===== config.mk =====
export PLATFORM = sky130hd
export DESIGN_NAME = wrtc_core
export DESIGN_NICKNAME = d
export VERILOG_FILES = /design/src/wrtc_pkg.sv /design/src/wrtc_core.sv
export VERILOG_INCLUDE_DIRS = /design/src /design/src/src
export SDC_FILE = /design/constraint.sdc
export NUM_CORES = 1
export LEC_CHECK = 0
export BUFFER_PORTS_ARGS = -buffer_cell sky130_fd_sc_hd__buf_2
export CORE_MARGIN = 2
export CORE_UTILIZATION = 30
export DETAILED_ROUTE_END_ITERATION = 16
export PLACE_DENSITY = 0.51
export SLEW_MARGIN = 10
export SYNTH_ARGS = -nofsm -noshare
export SYNTH_HDL_FRONTEND = slang
export SYNTH_SLANG_ARGS = --single-unit

===== constraint.sdc =====
create_clock -name hclk -period 2.37 [get_ports hclk]
set_clock_uncertainty 0.05 [all_clocks]
set_input_delay 0.237 -clock hclk [delete_from_list [all_inputs] [get_ports hclk]]
set_output_delay 0.237 -clock hclk [all_outputs]
set_load 0.1 [all_outputs]

===== src/wrtc_regs.svh =====
// register indices, field positions, reset values and timing counts of the
// wide time counter; assumes word-wide AHB-Lite access, byte address = 4*idx
//
// Contract
// - 32-bit counter runs continuously, wakes device
// - counter ticks from 1.024kHz or 1Hz input
// - match flag/event on tick after equality
// - wrap flag/event and zero on tick after top
// - events divided by 3/2/1 for top 0/1/else
// - no match when match exceeds top
// - enable reaches counter half a tick later
// - counter runs only when enabled, top nonzero
// - readback request bit cleared when copy done
// - pending flag during control or counter transfer
// - bits 3:2 enable match request, level
// - bits 1:0 enable wrap request, level
// - flags cleared by vector or write one
// - top writable only disabled and not pending
// - readback value ready eight cycles later
// - counter writes ignored while pending, 12 cycles
`ifndef WRTC_REGS_SVH
`define WRTC_REGS_SVH

// ==========================================================================
// register indices
`define WRTC_IDX_CTRL 8'h00
`define WRTC_IDX_SYNC 8'h01
`define WRTC_IDX_ILVL 8'h02
`define WRTC_IDX_FLAGS 8'h03
`define WRTC_IDX_CNT0 8'h04
`define WRTC_IDX_CNT3 8'h07
`define WRTC_IDX_TOP0 8'h08
`define WRTC_IDX_TOP3 8'h0B
`define WRTC_IDX_MATCH0 8'h0C
`define WRTC_IDX_MATCH3 8'h0F
`define WRTC_IDX_ISTAT 8'h10
`define WRTC_IDX_IMASK 8'h11

// ==========================================================================
// field positions
`define WRTC_CTRL_ENABLE_BIT 0
`define WRTC_SYNC_PEND_BIT 0
`define WRTC_SYNC_RDREQ_BIT 4
`define WRTC_WRAP_LVL_LSB 0
`define WRTC_MATCH_LVL_LSB 2
`define WRTC_FLAG_WRAP_BIT 0
`define WRTC_FLAG_MATCH_BIT 1

// ==========================================================================
// reset values
`define WRTC_RST_BYTE 8'h00
`define WRTC_RST_WORD 32'h0000_0000

// ==========================================================================
// timing counts in hclk cycles and counter ticks
`define WRTC_RDBK_CYC 4'h8
`define WRTC_CNT_WR_CYC 4'hC
`define WRTC_BLANK_TICKS 2'h2

`endif


===== src/wrtc_pkg.sv =====
// types shared by the wide time counter core
// assumes the register header is included by the users of these types
package wrtc_pkg;

  // ========================================================================
  // captured bus address phase
  typedef struct packed {
    logic [7:0] idx;
    logic wr;
    logic rd;
  } wrtc_req_t;

  // one bit per counter event
  typedef struct packed {
    logic match;
    logic wrap;
  } wrtc_pair_t;

  // ========================================================================
  // counter write transfer state
  typedef enum logic [1:0] {
    WRTC_CW_IDLE = 2'b00,
    WRTC_CW_WAIT = 2'b01,
    WRTC_CW_BLANK = 2'b10
  } wrtc_cw_state_t;

endpackage


===== src/wrtc_core.sv =====
// wide time counter core with AHB-Lite register slave and interrupts
// assumes hclk well above the counter clock; rtc_clk_in is asynchronous
`timescale 1ns/1ps
`include "wrtc_regs.svh"

module wrtc_core #(
  parameter int CNT_W = 32
) (
  input wire logic hclk,
  input wire logic hresetn,
  input wire logic hsel,
  input wire logic [31:0] haddr,
  input wire logic [1:0] htrans,
  input wire logic hwrite,
  input wire logic [2:0] hsize,
  input wire logic hready,
  input wire logic [31:0] hwdata,
  output logic [31:0] hrdata,
  output logic hreadyout,
  output logic hresp,
  input wire logic rtc_clk_in,
  input wire logic match_vector_ack,
  input wire logic wrap_vector_ack,
  output logic match_irq_req,
  output logic wrap_irq_req,
  output logic [1:0] match_irq_level,
  output logic [1:0] wrap_irq_level,
  output logic match_event,
  output logic wrap_event,
  output logic wake_req,
  output logic irq
);

  // ========================================================================
  // elaboration check
  generate
    if (CNT_W != 32) begin : g_bad_width
      $error("wrtc_core serves a 32-bit counter only");
    end
  endgenerate

  // ========================================================================
  // bus address and data phases
  wrtc_pkg::wrtc_req_t req_d;
  wrtc_pkg::wrtc_req_t req_q;
  logic [31:0] hrdata_q;
  logic hreadyout_q;

  wire addr_phase = hsel && htrans[1] && hready;
  wire [7:0] a_idx = haddr[9:2];
  wire a_mapped = (haddr[31:10] == 22'h00_0000);
  wire a_rd = addr_phase && !hwrite && a_mapped;
  wire [7:0] wdat = hwdata[7:0];

  always_comb begin
    req_d.idx = a_idx;
    req_d.wr = addr_phase && hwrite && a_mapped;
    req_d.rd = a_rd;
  end

  wire wr_ctrl = req_q.wr && (req_q.idx == `WRTC_IDX_CTRL);
  wire wr_sync = req_q.wr && (req_q.idx == `WRTC_IDX_SYNC);
  wire wr_ilvl = req_q.wr && (req_q.idx == `WRTC_IDX_ILVL);
  wire wr_flags = req_q.wr && (req_q.idx == `WRTC_IDX_FLAGS);
  wire wr_imask = req_q.wr && (req_q.idx == `WRTC_IDX_IMASK);
  wire wr_cnt = req_q.wr && (req_q.idx >= `WRTC_IDX_CNT0) &&
                (req_q.idx <= `WRTC_IDX_CNT3);
  wire wr_top = req_q.wr && (req_q.idx >= `WRTC_IDX_TOP0) &&
                (req_q.idx <= `WRTC_IDX_TOP3);
  wire wr_match = req_q.wr && (req_q.idx >= `WRTC_IDX_MATCH0) &&
                  (req_q.idx <= `WRTC_IDX_MATCH3);
  wire [1:0] wr_lane = req_q.idx[1:0];
  wire rd_istat = a_rd && (a_idx == `WRTC_IDX_ISTAT);

  // ========================================================================
  // counter clock input: two flops, then an edge detector
  logic rclk_s1_q;
  logic rclk_s2_q;
  logic rclk_s3_q;

  always_ff @(posedge hclk or negedge hresetn) begin
    if (!hresetn) begin
      rclk_s1_q <= 1'b0;
      rclk_s2_q <= 1'b0;
      rclk_s3_q <= 1'b0;
    end else begin
      rclk_s1_q <= rtc_clk_in;
      rclk_s2_q <= rclk_s1_q;
      rclk_s3_q <= rclk_s2_q;
    end
  end

  // tick on each rising edge of the 1.024kHz or 1Hz input
  wire tick = rclk_s2_q && !rclk_s3_q;
  // any edge is half a counter clock
  wire half_edge = rclk_s2_q ^ rclk_s3_q;

  // ========================================================================
  // software registers
  logic ctrl_en_q;
  logic ctrl_busy_q;
  logic en_eff_q;
  logic [1:0] match_lvl_q;
  logic [1:0] wrap_lvl_q;
  logic [31:0] top_q;
  logic [31:0] match_q;
  logic [31:0] stage_q;
  logic [31:0] cnt_q;
  logic [31:0] cnt_rd_q;
  logic [1:0] imask_q;

  wrtc_pkg::wrtc_cw_state_t cw_q;
  logic [3:0] cw_cnt_q;
  logic [1:0] blank_q;
  logic rdbk_q;
  logic [3:0] rdbk_cnt_q;

  wire cnt_busy = (cw_q == wrtc_pkg::WRTC_CW_WAIT);
  wire pend = ctrl_busy_q || cnt_busy;
  wire top_ok = !ctrl_en_q && !en_eff_q && !pend;
  wire cnt_ok = !pend;
  wire cnt_launch = wr_cnt && cnt_ok && (wr_lane == 2'h3);
  wire rdbk_start = wr_sync && wdat[`WRTC_SYNC_RDREQ_BIT] && !rdbk_q;

  // control write crosses on the next half counter clock
  always_ff @(posedge hclk or negedge hresetn) begin
    if (!hresetn) begin
      ctrl_en_q <= 1'b0;
      ctrl_busy_q <= 1'b0;
      en_eff_q <= 1'b0;
    end else begin
      if (wr_ctrl) begin
        ctrl_en_q <= wdat[`WRTC_CTRL_ENABLE_BIT];
        ctrl_busy_q <= 1'b1;
      end else if (ctrl_busy_q && half_edge) begin
        en_eff_q <= ctrl_en_q;
        ctrl_busy_q <= 1'b0;
      end
    end
  end

  always_ff @(posedge hclk or negedge hresetn) begin
    if (!hresetn) begin
      match_lvl_q <= 2'h0;
      wrap_lvl_q <= 2'h0;
      imask_q <= 2'h0;
    end else begin
      if (wr_ilvl) begin
        match_lvl_q <= wdat[`WRTC_MATCH_LVL_LSB +: 2];
        wrap_lvl_q <= wdat[`WRTC_WRAP_LVL_LSB +: 2];
      end
      if (wr_imask) begin
        imask_q <= wdat[1:0];
      end
    end
  end

  // byte-wide writes to top, match and counter staging
  always_ff @(posedge hclk or negedge hresetn) begin
    if (!hresetn) begin
      top_q <= `WRTC_RST_WORD;
      match_q <= `WRTC_RST_WORD;
      stage_q <= `WRTC_RST_WORD;
    end else begin
      if (wr_top && top_ok) begin
        top_q[wr_lane*8 +: 8] <= wdat;
      end
      if (wr_match) begin
        match_q[wr_lane*8 +: 8] <= wdat;
      end
      if (wr_cnt && cnt_ok) begin
        stage_q[wr_lane*8 +: 8] <= wdat;
      end
    end
  end

  // ========================================================================
  // counter write transfer: apply, then blank flags for two ticks
  always_ff @(posedge hclk or negedge hresetn) begin
    if (!hresetn) begin
      cw_q <= wrtc_pkg::WRTC_CW_IDLE;
      cw_cnt_q <= 4'h0;
      blank_q <= 2'h0;
    end else begin
      case (cw_q)
        wrtc_pkg::WRTC_CW_IDLE: begin
          if (cnt_launch) begin
            cw_q <= wrtc_pkg::WRTC_CW_WAIT;
            cw_cnt_q <= `WRTC_CNT_WR_CYC;
          end
        end
        wrtc_pkg::WRTC_CW_WAIT: begin
          if (cw_cnt_q == 4'h1) begin
            cw_q <= wrtc_pkg::WRTC_CW_BLANK;
            blank_q <= `WRTC_BLANK_TICKS;
          end
          cw_cnt_q <= cw_cnt_q - 4'h1;
        end
        wrtc_pkg::WRTC_CW_BLANK: begin
          if (blank_q == 2'h0) begin
            cw_q <= wrtc_pkg::WRTC_CW_IDLE;
          end else if (tick) begin
            blank_q <= blank_q - 2'h1;
          end
        end
        default: begin
          cw_q <= wrtc_pkg::WRTC_CW_IDLE;
        end
      endcase
    end
  end

  wire cnt_apply = cnt_busy && (cw_cnt_q == 4'h1);
  wire blanked = (cw_q != wrtc_pkg::WRTC_CW_IDLE);

  // ========================================================================
  // the counter
  wire run = en_eff_q && (top_q != 32'h0000_0000);
  wire at_top = (cnt_q == top_q);
  wire step = tick && run;
  wire hit_wrap = step && at_top && !blanked;
  wire hit_match = step && (cnt_q == match_q) && (match_q <= top_q) &&
                   !blanked;

  // keeps counting whenever enabled with top nonzero, independent of sleep state
  always_ff @(posedge hclk or negedge hresetn) begin
    if (!hresetn) begin
      cnt_q <= `WRTC_RST_WORD;
    end else if (cnt_apply) begin
      cnt_q <= stage_q;
    end else if (step) begin
      cnt_q <= at_top ? 32'h0000_0000 : cnt_q + 32'h0000_0001;
    end
  end

  // ========================================================================
  // counter readback into the register side
  always_ff @(posedge hclk or negedge hresetn) begin
    if (!hresetn) begin
      rdbk_q <= 1'b0;
      rdbk_cnt_q <= 4'h0;
      cnt_rd_q <= `WRTC_RST_WORD;
    end else if (rdbk_start) begin
      rdbk_q <= 1'b1;
      rdbk_cnt_q <= `WRTC_RDBK_CYC;
    end else if (rdbk_q) begin
      rdbk_cnt_q <= rdbk_cnt_q - 4'h1;
      if (rdbk_cnt_q == 4'h1) begin
        cnt_rd_q <= cnt_q;
        rdbk_q <= 1'b0;
      end
    end
  end

  // ========================================================================
  // event division for small top values
  logic [1:0] ev_cnt_q [2];
  logic [1:0] ev_fire_q;
  wire [1:0] ev_mod = (top_q == 32'h0000_0000) ? 2'h3 :
                      (top_q == 32'h0000_0001) ? 2'h2 : 2'h1;
  wire [1:0] ev_hit = {hit_match, hit_wrap};

  generate
    for (genvar i = 0; i < 2; i++) begin : g_ev
      wire [1:0] nxt = ev_cnt_q[i] + 2'h1;
      always_ff @(posedge hclk or negedge hresetn) begin
        if (!hresetn) begin
          ev_cnt_q[i] <= 2'h0;
          ev_fire_q[i] <= 1'b0;
        end else begin
          ev_fire_q[i] <= ev_hit[i] && (nxt >= ev_mod);
          if (ev_hit[i]) begin
            ev_cnt_q[i] <= (nxt >= ev_mod) ? 2'h0 : nxt;
          end
        end
      end
    end
  endgenerate

  // ========================================================================
  // flags, sticky status and interrupt outputs
  wrtc_pkg::wrtc_pair_t flag_q;
  wrtc_pkg::wrtc_pair_t flag_d;
  logic [1:0] istat_q;
  logic [1:0] istat_d;
  logic match_irq_q;
  logic wrap_irq_q;
  logic wake_q;
  logic irq_q;

  // a new event wins over a clear in the same cycle
  always_comb begin
    flag_d.match = hit_match || (flag_q.match && !match_vector_ack &&
                   !(wr_flags && wdat[`WRTC_FLAG_MATCH_BIT]));
    flag_d.wrap = hit_wrap || (flag_q.wrap && !wrap_vector_ack &&
                  !(wr_flags && wdat[`WRTC_FLAG_WRAP_BIT]));
    istat_d = ev_hit | (rd_istat ? 2'h0 : istat_q);
  end

  always_ff @(posedge hclk or negedge hresetn) begin
    if (!hresetn) begin
      flag_q <= '0;
      istat_q <= 2'h0;
      match_irq_q <= 1'b0;
      wrap_irq_q <= 1'b0;
      wake_q <= 1'b0;
      irq_q <= 1'b0;
    end else begin
      flag_q <= flag_d;
      istat_q <= istat_d;
      match_irq_q <= flag_d.match && (match_lvl_q != 2'h0);
      wrap_irq_q <= flag_d.wrap && (wrap_lvl_q != 2'h0);
      wake_q <= hit_match || hit_wrap;
      irq_q <= |(istat_d & imask_q);
    end
  end

  // ========================================================================
  // read mux; reserved bits read as zero
  logic [7:0] rd_byte;

  always_comb begin
    rd_byte = 8'h00;
    if (a_idx >= `WRTC_IDX_CNT0 && a_idx <= `WRTC_IDX_CNT3) begin
      rd_byte = cnt_rd_q[a_idx[1:0]*8 +: 8];
    end else if (a_idx >= `WRTC_IDX_TOP0 && a_idx <= `WRTC_IDX_TOP3) begin
      rd_byte = top_q[a_idx[1:0]*8 +: 8];
    end else if (a_idx >= `WRTC_IDX_MATCH0 &&
                 a_idx <= `WRTC_IDX_MATCH3) begin
      rd_byte = match_q[a_idx[1:0]*8 +: 8];
    end else begin
      case (a_idx)
        `WRTC_IDX_CTRL: rd_byte = {7'h00, ctrl_en_q};
        `WRTC_IDX_SYNC: rd_byte = {3'h0, rdbk_q, 3'h0, pend};
        `WRTC_IDX_ILVL: rd_byte = {4'h0, match_lvl_q, wrap_lvl_q};
        `WRTC_IDX_FLAGS: rd_byte = {6'h00, flag_q.match, flag_q.wrap};
        `WRTC_IDX_ISTAT: rd_byte = {6'h00, istat_q};
        `WRTC_IDX_IMASK: rd_byte = {6'h00, imask_q};
        default: rd_byte = 8'h00;
      endcase
    end
  end

  always_ff @(posedge hclk or negedge hresetn) begin
    if (!hresetn) begin
      req_q <= '0;
      hrdata_q <= `WRTC_RST_WORD;
      hreadyout_q <= 1'b1;
    end else begin
      hreadyout_q <= 1'b1;
      if (hready) begin
        req_q <= req_d;
      end
      if (a_rd) begin
        hrdata_q <= {24'h00_0000, rd_byte};
      end
    end
  end

  // ========================================================================
  // outputs
  assign hrdata = hrdata_q;
  assign hreadyout = hreadyout_q;
  assign hresp = 1'b0;
  assign match_irq_req = match_irq_q;
  assign wrap_irq_req = wrap_irq_q;
  assign match_irq_level = match_lvl_q;
  assign wrap_irq_level = wrap_lvl_q;
  assign match_event = ev_fire_q[1];
  assign wrap_event = ev_fire_q[0];
  assign wake_req = wake_q;
  assign irq = irq_q;

endmodule


After elaboration in Yosys (flattened, before gate mapping)
Cells that the tools add are included.
{"block": "word_totals", "inputBits": 77, "regBits": 216, "out_inout_bits": 44, "wordCells": 202}
{"block": "classes", "shift": 5, "reduce_logical": 84, "bitwise": 5, "n_mux": 31, "addsub": 7, "eq_ne": 22, "order_cmp": 15}
{"cell": "bitwise mux 32 bit", "n": 3}
{"cell": "2-to-1 mux 32 bit", "n": 3}
{"cell": "variable part select 32 x 6 -> 8 bit", "n": 3}
{"cell": "equality test 32 bit", "n": 2}
{"cell": "logical AND 1 bit", "n": 48}
{"cell": "negation 5 -> 34 bit", "n": 1}
{"cell": "variable shift 8 x 34 -> 32 bit (first input constant)", "n": 1}
{"cell": "variable part select 8 x 34 -> 32 bit", "n": 1}
{"cell": "adder 32 x 1 -> 32 bit (second input constant)", "n": 1}
{"cell": "equality test 32 x 1 -> 1 bit (second input constant)", "n": 1}
{"cell": "equality test 8 x 2 -> 1 bit (second input constant)", "n": 4}
{"cell": ">= comparator 8 x 4 -> 1 bit (second input constant)", "n": 4}
{"cell": "less-or-equal comparator 32 bit", "n": 1}
{"cell": "less-or-equal comparator 8 x 4 -> 1 bit (second input constant)", "n": 4}
{"cell": "logical NOT 32 bit", "n": 1}
{"cell": "nonzero test 32 bit", "n": 1}
{"cell": "case mux 5 bit (6 select lines)", "n": 1}
{"cell": "equality test 8 x 5 -> 1 bit (second input constant)", "n": 3}
{"cell": "2-to-1 mux 8 bit", "n": 3}
{"cell": "logical NOT 22 bit", "n": 1}
{"cell": "2-to-1 mux 2 bit", "n": 10}
{"cell": "equality test 8 x 1 -> 1 bit (second input constant)", "n": 2}
{"cell": ">= comparator 8 x 3 -> 1 bit (second input constant)", "n": 2}
{"cell": "less-or-equal comparator 8 x 3 -> 1 bit (second input constant)", "n": 2}
{"cell": "27 further kinds", "n": 66}

Depth between registers and ports, before layout
{"block": "depth", "depth_word": 9, "ltp_mapped": 9, "ltp_nobuf": 9}

Worst setup path after synthesis
No wires, ideal clock.
{"block": "synth_timing", "path_type": "register to register", "start": "reg top_q[14]", "end": "reg ev_cnt_q[0] (netlist bit)", "setup_ns": 0.125, "arrival_ns": 2.381, "slack_ns": -0.186, "path_buffers": 0, "required_time_ns": 2.195, "stages_incl_launch_ff": 9, "period_less_slack_ns": 2.556, "cell_sequence": "dfrtp_1 inv_1 ha_1 and4_1 nand3_1 nor3_1 or3b_2 o221ai_1 mux2_2"}
{"block": "synth_between", "elab_chain_len": 6, "word_cells_on_any_way": 13, "cone_classes": "2 x order compare; 1 x eq/ne; 3 x mux; 7 x reduce/logical"}
{"element": "start, declared", "line_no": "wrtc_core.sv:105", "rtl": "logic [31:0] top_q;"}
{"element": "start signal, assigned", "line_no": "wrtc_core.sv:161", "rtl": "top_q <= `WRTC_RST_WORD;"}
{"element": "start signal, assigned by index", "line_no": "wrtc_core.sv:166", "rtl": "top_q[wr_lane*8 +: 8] <= wdat;"}
{"element": "parallel branches: the longest is 6 deep, another holds less-or-equal comparator 32 bit"}
{"element": "end signal, assigned by index", "line_no": "wrtc_core.sv:273", "rtl": "ev_cnt_q[i] <= (nxt >= ev_mod) ? 2'h0 : nxt;"}
{"element": "end, declared", "line_no": "wrtc_core.sv:257", "rtl": "logic [1:0] ev_cnt_q [2];"}
Several ways; the timed one is not identified.
A chain may end at the register's enable or synchronous reset.

Worst setup path in the final report
{"block": "layout_timing", "start": "reg top_q[20]", "end": "reg ev_cnt_q[0] (netlist bit)"}
Same word-level chain as after synthesis.

==> results.sh <==
export IMPL_status="finished, violations left"
export IMPL_violations="setup timing"
export IMPL_clkTransAtPathRegs_ns=0.06
export IMPL_peakVddDrop_mv=0.5224
export IMPL_min_period_over_period=1.012
export IMPL_cellPowerDensity_mw_per_mm2=633.3
export IMPL_cts_made_buffers=26
export IMPL_min_path_type="in -> reg"
export IMPL_rsz0062_at_grt="true"
export IMPL_required_ns=2.74
export IMPL_ys_flop_type="dfrtp_1"
export IMPL_tritoncts="done"
export IMPL_dp_hpwl_um=33990
export IMPL_yosys_warnings=0
export IMPL_synth_distinct_cells=61
export IMPL_cts_path_max_buffers=3
export IMPL_clkPwrFrac=0.403
export IMPL_fill_cells=3985
export IMPL_rows=73
export IMPL_start_util=0.3053
export IMPL_routed_wl_um=43510
export IMPL_clock_latency_ns=0.55
export IMPL_synth_seq_area_share=0.4446
export IMPL_start_kind="register"
export IMPL_internal_power_w=0.007053
export IMPL_ios=121
export IMPL_io_buffers=64
export IMPL_cts_sink_count=216
export IMPL_ys_ff_latch=216
export IMPL_nets=1625
export IMPL_wire_per_inst_um=21.34
export IMPL_synth_edf_count=0
export IMPL_arrival_ns=2.77
export IMPL_synth_most_common_cell="nand2_1"
export IMPL_maxCapViolCount=0
export IMPL_power_switching_share=0.2994
export IMPL_p_leak_nw=7.369
export IMPL_combPwrFrac=0.175
export IMPL_drive_gt1_frac=0.3111
export IMPL_critical_path_class="reg -> reg"
export IMPL_cts_root_buf="clkbuf_16"
export IMPL_cts_htree_levels=1
export IMPL_drt_vias_per_instance=5.137
export IMPL_vias=10470
export IMPL_final_area_mm2=0.01590
export IMPL_yosys_top_cells_area="dfrtp_1, nand2_1, o21ai_0, ha_1, mux2_2"
export IMPL_die_area_mm2=0.04215
export IMPL_placed_area_mm2=0.01432
export IMPL_coreArea_mm2=0.03982
export IMPL_first_global_vias=10220
export IMPL_syn_area_mm2=0.01216
export IMPL_gp_congestion=0.9656
export IMPL_synthTopCellsByCount="nand2_1, dfrtp_1, o21ai_0, mux2_2"
export IMPL_worst_pin_slew_ns=0.6181
export IMPL_cp_end_kind="register"
export IMPL_n_antenna_cell=0
export IMPL_pre_cts_ws_ns=-0.1819
export IMPL_avgSynthCellArea_um2=9.610
export IMPL_setup_slack_ns=-0.02852
export IMPL_grt_max_degree=62
export IMPL_synth_top_area_frac=0.4446
export IMPL_synthCells=1265
export IMPL_switching_power_w=0.003015
export IMPL_post_route_drc_count=0
export IMPL_grt_usage=0.2057
export IMPL_fin_crit_ns=2.399
export IMPL_grt_overflow=0
export IMPL_area_growth_syn_to_layout_pct=30.77
export IMPL_p_seq_frac=0.422
export IMPL_die_h_um=205.3
export IMPL_grt_pass1_wl_um=64470
export IMPL_antenna_found_initial=0
export IMPL_crit_fanout=3
export IMPL_worst_slew_margin_rel=0.5836
export IMPL_fmax_mhz=416.9
export IMPL_setup_viol=4
export IMPL_synth_top_area_cell="dfrtp_1"
export IMPL_drt_initial_drc_count=776
export IMPL_die_w_um=205.3
export IMPL_hold_viol_final=0
export IMPL_postSynth_asyncResetShare=1.000
export IMPL_drtPass1Iterations=5
export IMPL_antenna_left=0
export IMPL_slew_violations=0
==> routing by layer <==
layer  global-route usage  vias to the layer above  wire length [um]
li1                     -                     4890                 -
met1               0.2836                     5162             19340
met2               0.3258                      340             19720
met3              0.03484                       82              2842
met4              0.07194                        0              1607
met5                    0                        -                 0
==> critical path, cell delays in order (launching register included) <==
cell	delay, ns
dfrtp_2	0.45
inv_2	0.07
ha_4	0.26
nand4_1	0.13
nor3_1	0.17
buf_4	0.16
a22o_1	0.18
a2111oi_2	0.05
buf_4	0.17
o221ai_4	0.26
mux2_4	0.33
==> metrics by stage <==
step | TNS, ns | cells | hold WS [ns] | utilization | power (W)
2_1_floorplan | 0 | 1289 | -0.1086 | - | 0.005176
3_3_place_gp | -3.024 | 1969 | 0.1799 | 0.3596 | 0.005958
3_5_place_dp | -2.766 | 1969 | 0.1761 | 0.3596 | 0.005981
4_1_cts | -0.1478 | 2030 | 0.01792 | 0.3894 | 0.01012
5_1_grt | -1.048 | 2039 | 0.04059 | 0.3992 | 0.01048
6_report | -0.06942 | 2039 | 0.03403 | 0.3992 | 0.01007
==> area by class of cell <==
| type | instances | area, um2 | share of cell area |
|---|---|---|---|
| clock buffers | 39 | 780.7 | 0.04911 |
| clock inverters | 5 | 77.57 | 0.004880 |
| inverters | 50 | 187.7 | 0.01181 |
| multi-input cells | 922 | 6603 | 0.4153 |
| flip-flops and latches | 216 | 5416 | 0.3407 |
| well taps | 525 | 656.9 | 0.04132 |
| repair buffers | 282 | 2176 | 0.1369 |
==> kinds of logic after synthesis <==
kind of cell / after synthesis / synth area share
AOI/OAI and AO/OA: 257 / 0.1235
other: 2 / 0.0006178
buffers and inverters: 151 / 0.05702
DFF: 216 / 0.4446
muxes: 81 / 0.09747
adders and majority gates: 50 / 0.05146
and+or+nand+nor: 436 / 0.1734
xor gates and xnor gates: 72 / 0.05187
==> registers in the layout, indices dropped and copies added (netlist names), 2 cells and up <==
register,flops
cnt_q,32
flag_q,2
hrdata,8
cnt_rd_q,32
stage_q,32
blank_q,2
top_q,32
imask_q,2
req_q,9
wrap_irq_level,2
cw_cnt_q,4
match_q,32
cw_q,2
match_irq_level,2
ev_cnt_q,4
istat_q,2
rdbk_cnt_q,4
==> worst paths after layout <==
kind | startpoint | endpoint | slack (ns) | depth (start not counted)
min reg2reg | rclk_s1_q$_DFF_PN0_ | rclk_s2_q$_DFF_PN0_ | 0.33 | 0
max | top_q[20]$_DFFE_PN0P_ | ev_cnt_q[0]$_DFFE_PN0P_ | -0.03 | 10
min | hready | req_q[2]$_DFFE_PN0P_ | 0.03 | 3
max in group asynchronous | hresetn | cnt_q[26]$_DFFE_PN0P_ | 1.35 | 3
max reg2reg | top_q[20]$_DFFE_PN0P_ | ev_cnt_q[0]$_DFFE_PN0P_ | -0.03 | 10
min in group asynchronous | hresetn | ev_cnt_q[1]$_DFFE_PN0P_ | 0.20 | 2
==> power by group through the flow <==
stage	logic [W]	registers (W)	clock network, W
floorplan	0.00103	0.00414	0
global placement	0.00166	0.00430	0
detailed placement	0.00168	0.00431	0
CTS	0.00172	0.00425	0.00415
global route	0.00190	0.00427	0.00431
finish	0.00176	0.00425	0.00405
==> cells in the final DEF, fill, tap and decap left out, types with 36 or more instances in the layout <==
cell | netlist | routed
xor2_1 | 36 | 36
inv_1 | 50 | 41
a21oi_1 | 45 | 42
buf_2 | 23 | 63
nand2_1 | 227 | 225
ha_1 | 50 | 38
mux2_2 | 51 | 49
o21ai_0 | 143 | 134
dfrtp_1 | 216 | 207
buf_4 | 26 | 186
==> timing repair <==
item / in CTS / in global routing
setup buffers: 7 / 7
cloned: 0 / 3
hold buffers: 10 / 0
resized for setup: 34 / 64
endpoints found under the hold margin: 67 / 0
endpoints found under the setup margin: 44 / 45
pin swaps: 17 / 17
(Power assumes the default switching activity.)
